<file path="src/vsm_map.vh">
// Constants for the VC-4 slot mapper source: layout, codes and timing
`ifndef VSM_MAP_VH
`define VSM_MAP_VH
// ****************************************************************
// Slot layout
// ****************************************************************
`define VSM_SLOT_LAST 6'd52
`define VSM_SLOT_LEN 6'd53
`define VSM_CHECK_IDX 6'd4
`define VSM_PAY_IDX 6'd5
`define VSM_CHECK_MASK 8'h55
`define VSM_VOID_OCTET 8'h00
// ****************************************************************
// Container layout and overhead codes
// ****************************************************************
`define VSM_ROW_LAST 4'd8
`define VSM_COL_LAST 9'd260
`define VSM_ROW_C2 4'd2
`define VSM_ROW_F2 4'd4
`define VSM_ROW_H4 4'd5
`define VSM_ROW_F3 4'd6
`define VSM_C2_LABEL 8'h14
`define VSM_POH_IDLE 8'h00
// ****************************************************************
// Octet kinds on the client side
// ****************************************************************
`define VSM_KIND_DATA 2'h0
`define VSM_KIND_FIRST 2'h1
`define VSM_KIND_MGMT1 2'h2
`define VSM_KIND_MGMT2 2'h3
// ****************************************************************
// Link status codes and timing
// ****************************************************************
`define VSM_LINK_CONNECTED 2'h0
`define VSM_LINK_DOWN 2'h3
`define VSM_LINK_UP 2'h1
`define VSM_LINK_HOB_INCAPABLE 2'h2
`define VSM_RESET_LINK 2'h3
`define VSM_OCTET_DIV 3'd4
`define VSM_SCR_LEN 43
`endif

</file>
<file path="src/vsm_scrambler.v">
// Self-synchronous x^43+1 octet scrambler for the slot payload
`timescale 1ns/10ps
`default_nettype none
`include "vsm_map.vh"

module vsm_scrambler (
  input wire clk_sys,
  input wire reset,
  input wire clk_en,
  input wire advance,
  input wire [7:0] data_in,
  output wire [7:0] data_out
);

  // ****************************************************************
  // Bit chain
  // ****************************************************************
  reg [`VSM_SCR_LEN-1:0] state_q; // Last 43 scrambled bits
  wire [`VSM_SCR_LEN-1:0] chain [0:8]; // State after each bit

  assign chain[0] = state_q;

  // MSB goes first on the line, so it is scrambled first
  genvar i;
  generate
    for (i = 0; i < 8; i = i + 1)
    begin : g_bit
      assign data_out[7-i] = data_in[7-i] ^ chain[i][`VSM_SCR_LEN-1];
      assign chain[i+1] = {chain[i][`VSM_SCR_LEN-2:0], data_out[7-i]};
    end
  endgenerate

  // ****************************************************************
  // State register
  // ****************************************************************
  // Held when not advancing so the sink stays in step
  always @(posedge clk_sys)
  begin
    if (reset)
      state_q <= {`VSM_SCR_LEN{1'b0}};
    else if (clk_en && advance)
      state_q <= chain[8];
  end

endmodule // vsm_scrambler
`default_nettype wire

</file>
<file path="src/vsm_slot_mapper.v">
// Slot mapper source: client slots into VC-4 container with POH bytes
`timescale 1ns/10ps
`default_nettype none
`include "vsm_map.vh"

// What this block does
// - Slots placed row-wise, crossing container ends
// - Scrambler runs only on 48 payload octets
// - Self-synchronous scrambler, polynomial x43 plus one
// - Header check octet XORed with 01010101
// - Slot boundary given once per frame
// - First management in F2, second in F3
// - Add C2, H4; generate fixed frame start
// - H4 bits 1-2 carry link status
// - Link status code values as defined
// - H4 bits 3-8 offset to next boundary
// - Offset always between 0 and 52
// - C2 carries label 0001 0100
// - Drive access point only while activated
// - Invalid or missing input yields void slot
// - Void slot is 53 zero octets
// - Offset tracks slots continuously across frames
module vsm_slot_mapper (
  input wire clk_sys,
  input wire reset,
  input wire clk_en,
  input wire client_octet_clock,
  input wire [7:0] slot_octet_in,
  input wire [1:0] octet_kind_in,
  input wire octet_valid_in,
  input wire client_signal_fail_in,
  input wire [1:0] remote_link_status_in,
  input wire activate_in,
  output wire [7:0] container_data_out,
  output wire container_clock_out,
  output wire container_frame_start_out
);

  // ****************************************************************
  // Input synchroniser
  // ****************************************************************
  reg [15:0] sync1_q; // First stage, read only by second stage
  reg [15:0] sync2_q; // Second stage, safe to use
  reg clk_prev_q; // Previous synced client clock
  wire [15:0] raw_in;
  wire s_clk;
  wire [1:0] s_kind;
  wire s_valid;
  wire s_fail;
  wire [7:0] s_data;
  wire [1:0] s_link;
  wire s_active;
  wire in_edge; // Rising edge of client clock

  assign raw_in = {activate_in, remote_link_status_in, client_octet_clock,
                   octet_kind_in, octet_valid_in, client_signal_fail_in,
                   slot_octet_in};
  assign s_active = sync2_q[15];
  assign s_link = sync2_q[14:13];
  assign s_clk = sync2_q[12];
  assign s_kind = sync2_q[11:10];
  assign s_valid = sync2_q[9];
  assign s_fail = sync2_q[8];
  assign s_data = sync2_q[7:0];
  assign in_edge = s_clk & ~clk_prev_q;

  // Two stages for every pin; data is stable long before the clock
  // edge is seen, so bus skew through the stages is harmless
  always @(posedge clk_sys)
  begin
    if (reset)
    begin
      sync1_q <= 16'h0000;
      sync2_q <= 16'h0000;
      clk_prev_q <= 1'b0;
    end
    else if (clk_en)
    begin
      sync1_q <= raw_in;
      sync2_q <= sync1_q;
      clk_prev_q <= s_clk;
    end
  end

  // ****************************************************************
  // Slot assembly into two banks
  // ****************************************************************
  reg [7:0] slot_mem [0:127]; // Bank in bit 6, octet index below
  reg [1:0] full_q; // Bank holds a complete slot
  reg wr_bank_q; // Bank being filled
  reg rd_bank_q; // Bank being mapped
  reg assembling_q; // Inside a slot being collected
  reg [5:0] in_idx_q; // Next octet index to write
  reg [7:0] mgmt1_in_q; // Latest first management octet
  reg [7:0] mgmt2_in_q; // Latest second management octet
  reg mem_we;
  reg [5:0] mem_widx;
  reg set_full; // Writer completes a slot
  wire clr_full; // Reader finished a slot
  wire in_good;

  assign in_good = in_edge & s_valid & ~s_fail;

  // Write strobe for the slot store
  always @*
  begin
    mem_we = 1'b0;
    mem_widx = in_idx_q;
    set_full = 1'b0;
    if (in_good && s_kind == `VSM_KIND_FIRST && !full_q[wr_bank_q])
    begin
      mem_we = 1'b1;
      mem_widx = 6'd0;
    end
    else if (in_good && s_kind == `VSM_KIND_DATA && assembling_q)
    begin
      mem_we = 1'b1;
      set_full = (in_idx_q == `VSM_SLOT_LAST);
    end
  end

  // Store has no reset; it is only read behind a full flag
  always @(posedge clk_sys)
  begin
    if (clk_en && mem_we)
      slot_mem[{wr_bank_q, mem_widx}] <= s_data;
  end

  // Assembly control; an invalid octet abandons the slot so the
  // reader finds no full bank and sends a void slot instead
  always @(posedge clk_sys)
  begin
    if (reset)
    begin
      assembling_q <= 1'b0;
      in_idx_q <= 6'd0;
      wr_bank_q <= 1'b0;
      mgmt1_in_q <= 8'h00;
      mgmt2_in_q <= 8'h00;
    end
    else if (clk_en && in_edge)
    begin
      if (!in_good)
        assembling_q <= 1'b0;
      else
      begin
        case (s_kind)
          `VSM_KIND_FIRST:
          begin
            // A full bank means the output lags; drop this slot
            assembling_q <= ~full_q[wr_bank_q];
            in_idx_q <= 6'd1;
          end
          `VSM_KIND_MGMT1: mgmt1_in_q <= s_data;
          `VSM_KIND_MGMT2: mgmt2_in_q <= s_data;
          default:
          begin
            if (set_full)
            begin
              assembling_q <= 1'b0;
              wr_bank_q <= ~wr_bank_q;
            end
            else if (assembling_q)
              in_idx_q <= in_idx_q + 6'd1;
          end
        endcase
      end
    end
  end

  // Full flags: set wins over clear in the same cycle
  always @(posedge clk_sys)
  begin
    if (reset)
      full_q <= 2'b00;
    else if (clk_en)
    begin
      if (clr_full)
        full_q[rd_bank_q] <= 1'b0;
      if (set_full)
        full_q[wr_bank_q] <= 1'b1;
    end
  end

  // ****************************************************************
  // Container timing
  // ****************************************************************
  reg [2:0] div_q; // Octet rate divider
  reg [3:0] row_q; // Current row 0..8
  reg [8:0] col_q; // Current column, 0 is the POH
  reg [5:0] out_idx_q; // Index of next payload slot octet
  reg use_real_q; // Current output slot is real data
  reg [1:0] link_code_q; // Link status for this frame
  reg [7:0] mgmt1_frm_q; // First management octet for this frame
  reg [7:0] mgmt2_frm_q; // Second management octet for this frame
  wire tick;
  wire is_payload;
  wire frame_top;
  wire real_now;
  wire scr_adv;
  wire [7:0] scr_out;
  wire [7:0] mem_rd;
  wire [5:0] offset;

  assign tick = (div_q == `VSM_OCTET_DIV - 3'd1);
  assign is_payload = (col_q != 9'd0);
  assign frame_top = (row_q == 4'd0) && (col_q == 9'd0);
  assign real_now = (out_idx_q == 6'd0) ? full_q[rd_bank_q] : use_real_q;
  assign mem_rd = slot_mem[{rd_bank_q, out_idx_q}];
  assign clr_full = tick & is_payload & real_now
                    & (out_idx_q == `VSM_SLOT_LAST);
  assign scr_adv = tick & is_payload & real_now
                   & (out_idx_q >= `VSM_PAY_IDX);
  // Octets left in the current slot after H4, 0 at a boundary
  assign offset = (out_idx_q == 6'd0) ? 6'd0
                  : `VSM_SLOT_LEN - out_idx_q;

  vsm_scrambler vsm_scrambler_i (
    .clk_sys(clk_sys),
    .reset(reset),
    .clk_en(clk_en),
    .advance(scr_adv),
    .data_in(mem_rd),
    .data_out(scr_out)
  );

  // Position counters; the slot index runs on across frames
  always @(posedge clk_sys)
  begin
    if (reset)
    begin
      div_q <= 3'd0;
      row_q <= 4'd0;
      col_q <= 9'd0;
      out_idx_q <= 6'd0;
      use_real_q <= 1'b0;
      rd_bank_q <= 1'b0;
      link_code_q <= `VSM_RESET_LINK;
      mgmt1_frm_q <= 8'h00;
      mgmt2_frm_q <= 8'h00;
    end
    else if (clk_en)
    begin
      div_q <= tick ? 3'd0 : div_q + 3'd1;
      if (tick)
      begin
        if (frame_top)
        begin
          link_code_q <= s_link;
          mgmt1_frm_q <= mgmt1_in_q;
          mgmt2_frm_q <= mgmt2_in_q;
        end
        if (col_q == `VSM_COL_LAST)
        begin
          col_q <= 9'd0;
          row_q <= (row_q == `VSM_ROW_LAST) ? 4'd0 : row_q + 4'd1;
        end
        else
          col_q <= col_q + 9'd1;
        if (is_payload)
        begin
          use_real_q <= real_now;
          if (out_idx_q == `VSM_SLOT_LAST)
          begin
            out_idx_q <= 6'd0;
            if (real_now)
              rd_bank_q <= ~rd_bank_q;
          end
          else
            out_idx_q <= out_idx_q + 6'd1;
        end
      end
    end
  end

  // ****************************************************************
  // Octet selection and output
  // ****************************************************************
  reg [7:0] next_octet;
  reg [7:0] data_q; // Container octet
  reg clk_q; // One cycle per container octet
  reg fs_q; // Marks the first octet of each container

  // Overhead column by row, otherwise slot octet or void
  always @*
  begin
    next_octet = `VSM_POH_IDLE;
    if (!is_payload)
    begin
      case (row_q)
        `VSM_ROW_C2: next_octet = `VSM_C2_LABEL;
        `VSM_ROW_F2: next_octet = mgmt1_frm_q;
        `VSM_ROW_H4: next_octet = {link_code_q, offset};
        `VSM_ROW_F3: next_octet = mgmt2_frm_q;
        default: next_octet = `VSM_POH_IDLE;
      endcase
    end
    else if (!real_now)
      next_octet = `VSM_VOID_OCTET;
    else if (out_idx_q == `VSM_CHECK_IDX)
      next_octet = mem_rd ^ `VSM_CHECK_MASK;
    else if (out_idx_q >= `VSM_PAY_IDX)
      next_octet = scr_out;
    else
      next_octet = mem_rd;
  end

  // Outputs frozen and quiet while not activated
  always @(posedge clk_sys)
  begin
    if (reset)
    begin
      data_q <= 8'h00;
      clk_q <= 1'b0;
      fs_q <= 1'b0;
    end
    else if (clk_en)
    begin
      clk_q <= tick & s_active;
      fs_q <= tick & s_active & frame_top;
      if (tick && s_active)
        data_q <= next_octet;
    end
  end

  assign container_data_out = data_q;
  assign container_clock_out = clk_q;
  assign container_frame_start_out = fs_q;

endmodule // vsm_slot_mapper
`default_nettype wire

</file>
<file path="config.mk">
export PLATFORM = sky130hd
export DESIGN_NAME = vsm_slot_mapper
export DESIGN_NICKNAME = d
export VERILOG_FILES = /design/src/vsm_scrambler.v /design/src/vsm_slot_mapper.v
export VERILOG_INCLUDE_DIRS = /design/src
export SDC_FILE = /design/constraint.sdc
export NUM_CORES = 1
export LEC_CHECK = 0
export BUFFER_PORTS_ARGS = -buffer_cell sky130_fd_sc_hd__buf_2
export CAP_MARGIN = 5
export CORE_MARGIN = 5
export CORE_UTILIZATION = 59
export CTS_BUF_LIST = sky130_fd_sc_hd__clkbuf_8
export CTS_CLUSTER_DIAMETER = 200
export DETAILED_ROUTE_END_ITERATION = 8
export GPL_TIMING_DRIVEN = 0
export PLACE_DENSITY_LB_ADDON = 0.2
export SYNTH_ARGS = -nofsm -noshare
export SYNTH_HDL_FRONTEND = slang
export SYNTH_HIERARCHICAL = 1
export SYNTH_SLANG_ARGS = --single-unit
export TNS_END_PERCENT = 10
</file>
<file path="constraint.sdc">
create_clock -name clk_sys -period 2.9 [get_ports clk_sys]
set_input_delay 0.87 -clock clk_sys [delete_from_list [all_inputs] [get_ports clk_sys]]
set_output_delay 0.87 -clock clk_sys [all_outputs]
set_load 0.05 [all_outputs]
</file>
==> impl_summary.md <==
Setup path
The worst register-to-register path ends at container_data_out[1]. On the worst path, the slowest cell contributes a delay of 0.57 ns. The beginning of the worst register-to-register path is out_idx_q[2]. Counting cells, the worst reg-to-reg path comes to 12.

The required time at the worst-slack endpoint is 3.66 ns. The maximum fanout encountered on the critical timing path is 10. The master of the slowest instance on the critical path is sky130_fd_sc_hd__mux4_2. The family with the most delay on the worst path is multiplexers.

In this run the register-to-register setup slack is -0.86 ns. The endpoint class of the critical path is a flop. The combined buffer and inverter count along the critical path is 4.

The worst setup path is launched from a flop. Data on the critical path arrives at its endpoint at 4.52 ns. The signal on the critical path passes through clkbuf_2, buf_2, buf_2, mux4_2, mux4_2, mux2_4, xnor2_2, inv_1, nor2_2, nor3_2, o21ai_1, o21ai_1.

The startpoint-to-endpoint class of the critical path is reg -> reg.

Yosys
The most common cell in the synthesized netlist is sky130_fd_sc_hd__edfxtp_1. The multiplexer fraction of the synthesized cell area is 14.77%. The gate count of the mapped netlist is 2658.

After synthesis, the mean cell area works out to 17.61 um2. The synthesized netlist devotes 5.643% of its cell area to simple gates. Yosys printed 6 warnings. The predominant post-synthesis flop cell is sky130_fd_sc_hd__edfxtp_1. After Yosys synthesis, XOR and XNOR cells account for 0.5240% of the synthesized area. Synthesis inferred 1178 register bits. The async set-reset flop share out of synthesis is 0%. The dominant combinational cell family by area after synthesis is multiplexers. The post-synthesis instance area is 46800 um2. The cell type with the largest total area after synthesis is sky130_fd_sc_hd__edfxtp_1. In the post-synthesis netlist, the biggest area contributors are sky130_fd_sc_hd__edfxtp_1 (66%), sky130_fd_sc_hd__mux4_2 (12%), sky130_fd_sc_hd__dfxtp_1 (6.6%). Counting flops with a built-in enable in the synthesized netlist gives 1024. The number of different library cells used by synthesis comes to 71. The area share of the largest cell type after synthesis is 65.70%. After Yosys synthesis, full adders, half adders and majority gates account for 0.4010% of the synthesized area. The number of nets in the synthesized netlist is 2692. The complex-gate fraction of the synthesized area is 4.328%. The commonest cells after synthesis are sky130_fd_sc_hd__edfxtp_1 (1024), sky130_fd_sc_hd__nor2_1 (282), sky130_fd_sc_hd__mux4_2 (250). Sequential elements use 72.29% of the synthesized area.

Status
The final reports fail on design-rule violations, negative setup slack. The run finished, with violations left.

Floorplan
Measured along the y axis, the die boundary spans 291.7 um. The initial utilization of the core area, before any placement, comes to 59.34%. The floorplan row count is 103. The die width is 291.7 um.

The core outline area is 78870 um2. The total I/O pin count is 29. The total die area is 85060 um2.

Place
The worst-case setup slack after placement is -2.535 ns. The final weighted congestion in routability-driven placement is 0.9841. The number of input and output port buffers inserted is 27. The estimated wirelength of the detail-placed design is 96100 um.

Cells and area
In the final layout, the share of cells above drive strength 1 is 34.29%. At the end of the flow, the number of nets in the layout was 3058. Relative to the synthesized area, the layout overhead comes to 19.34%.

Min path
The terminating pin of the worst hold path is sync1_q[13]. The worst hold path was traced through 3 stages. The critical hold path startpoint is remote_link_status_in[0].

The path class of the tightest hold or removal check is in -> reg.

Global route
The number of antenna violations at the first check in global routing is 5. Across every metal layer, demand over resource in global routing totals 35.22%. After global routing the overflow that remains totals 0. The wire length of the first global-routing pass is 209300 um.

Entering global routing, the biggest net connects 97 pins. The via count of the first global-routing pass is 27910.

STA
The worst setup skew after layout is 0.02931 ns. The worst-case setup margin in the final layout is -0.8589 ns. Setup repair after global routing could not meet its margin everywhere.

The worst pin sits at a relative slew slack of 11.54%. For the pin with the worst max-slew slack, the measured transition is 1.318 ns. The highest clock frequency the design can meet is 266.0 MHz. The final count of hold timing violations is 0. The worst path uses 129.6% of the clock period. The sum of negative setup slack is -30.24 ns. The minimum clock period is 3.759 ns. Setup violations remaining at the end of the flow were counted as 194. The number of slew-limit violations in the final report is 0.

Clock network
The insertion delay of the later-clocked pin in the worst-skew pair is 0.85 ns. After clock tree synthesis, the flow added hold-fix buffers numbering 0. The H-tree generated during clock tree synthesis spans 4 levels. TritonCTS built the clock tree. CTS placed an instance of sky130_fd_sc_hd__clkbuf_8 at the clock tree root.

The CTS clock-pin slew for the worst setup and hold paths is 0.06 ns. The clock sink total is 1178. The TritonCTS buffer count is 181.

The maximum buffer depth of the clock tree is 3.

Drt
The total wire length after detailed routing is 152900 um. In this run, the number of DRC markers left after iteration 0 of detailed routing was 4643. The detail-routed net length per standard cell is 36.21 um.

Once detail routing completed, the nets flagged for antenna violations numbered 0. After detailed routing, the number of vias per cell comes to 6.823. For this run, design rule violations remaining after detail routing come to 2. Detailed routing inserted a total of 28820 vias.

The number of iterations in the first detailed-routing pass is 9.

Power
The maximum vdd ir drop is 0.0004120 V. Power spread over the standard cell area amounts to 568.4 nW/um2. The total leakage power is 16.65 nW.

Run
Across the run, the number of max-cap violations was 0.
## where the power goes
part | switching, W | internal, W | total, W
registers | 0.0000930 | 0.0183 | 0.0184
clock network | 0.00659 | 0.00645 | 0.0130
logic | 0.000203 | 0.0000841 | 0.000287
## worst reg2reg max path: cells and delay by family (launching register included)
| kind | cells | cell delay (ns) |
|---|---|---|
| AOI/OAI and AO/OA | 2 | 0.17 |
| xor gates and xnor gates | 1 | 0.15 |
| buffers and inverters | 4 | 1.24 |
| DFF | 1 | 0.45 |
| muxes | 3 | 1.40 |
| and+or+nand+nor | 2 | 0.27 |
## logic make-up (layout without fill, tap and decap cells)
logic type | count (synthesis) | count (layout)
xor gates and xnor gates | 28 | 28
buffers and inverters | 182 | 697
DFF | 1178 | 1178
adders and majority gates | 15 | 15
muxes | 377 | 377
and+or+nand+nor | 592 | 592
AOI/OAI and AO/OA | 286 | 286
other | 0 | 1
## repair_timing
item	CTS	global route
hold endpoints to repair	0	0
endpoints found under the setup margin	1085	1028
pin swaps	53	29
setup buffers	99	41
gates resized for setup	571	93
cloned	6	2
## metal layers
metal	GRT usage [%]	part of all wire (%)	wire length, um	vias up
li1	-	-	-	11350
met1	46.50	34	51940	14650
met2	52.77	45	68790	2289
met3	10.87	14	20730	522
met4	20.24	7.4	11330	6
met5	0	0.10	157	-
## sequential cells by signal (all words and copies together) (netlist names), 4 cells and up
name	cells
out_idx_q	6
mgmt1_in_q	8
in_idx_q	6
mgmt2_frm_q	8
slot_mem	1024
sync1_q	16
sync2_q	16
row_q	4
mgmt2_in_q	8
vsm_scrambler_i/state_q	43
mgmt1_frm_q	8
col_q	9
container_data_out	8
## placed cells by master (no fill, tap or decap), types with 16 or more instances in the layout
| cell | instances |
|---|---|
| sky130_fd_sc_hd__a22oi_1 | 18 |
| sky130_fd_sc_hd__clkbuf_1 | 23 |
| sky130_fd_sc_hd__mux2i_1 | 104 |
| sky130_fd_sc_hd__clkbuf_8 | 192 |
| sky130_fd_sc_hd__clkinv_1 | 47 |
| sky130_fd_sc_hd__clkinv_2 | 27 |
| sky130_fd_sc_hd__buf_2 | 37 |
| sky130_fd_sc_hd__a21bo_2 | 28 |
| sky130_fd_sc_hd__nor2_2 | 36 |
| sky130_fd_sc_hd__mux4_2 | 250 |
| sky130_fd_sc_hd__nand2_1 | 94 |
| sky130_fd_sc_hd__dfxtp_1 | 144 |
| sky130_fd_sc_hd__nor2b_1 | 23 |
| sky130_fd_sc_hd__buf_16 | 29 |
| sky130_fd_sc_hd__nand2_2 | 16 |
| sky130_fd_sc_hd__a21oi_1 | 78 |
| sky130_fd_sc_hd__buf_12 | 31 |
| sky130_fd_sc_hd__nor2_4 | 81 |
| sky130_fd_sc_hd__edfxtp_1 | 1024 |
| sky130_fd_sc_hd__buf_4 | 136 |
| sky130_fd_sc_hd__nand3_1 | 69 |
| sky130_fd_sc_hd__buf_6 | 30 |
| sky130_fd_sc_hd__inv_1 | 74 |
| sky130_fd_sc_hd__nor2_1 | 165 |
## worst max-delay path by stage
stage	from	end	slack, ns	cells after the start
2_1_floorplan	out_idx_q[0]	container_data_out[1]	-0.15	13
3_3_place_gp	out_idx_q[2]	container_data_out[2]	-2.73	15
3_5_place_dp	out_idx_q[1]	container_data_out[5]	-2.54	14
4_1_cts	out_idx_q[1]	container_data_out[2]	-0.61	16
5_1_grt	out_idx_q[2]	container_data_out[1]	-0.84	12
6_report	out_idx_q[2]	container_data_out[1]	-0.86	12
## final cells by class
cell class | count | area (um2)
Inverter | 23 | 92.59
Timing Repair Buffer | 185 | 1851
Tap cell | 1050 | 1314
Clock buffer | 186 | 2560
Clock inverter | 146 | 803.3
Fill cell | 4860 | 23010
Antenna cell | 1 | 2.502
Buffer | 157 | 1823
Sequential cell | 1178 | 33870
Multi-Input combinational cell | 1298 | 13540
## metrics by stage
step	hold slack, ns	area (um2)	std cells	util (%)	total power [W]
detailed placement	0.4410	48620	3748	61.64	0.01905
global placement	0.4305	48290	3735	61.22	0.01905
CTS	0.2244	55080	4183	69.84	0.03173
finish	0.2599	55860	4224	70.82	0.03175
global route	0.2534	55860	4224	70.82	0.03257
floorplan	0.4188	46840	2658	-	0.01891
Power figures use the tool's default switching activity.
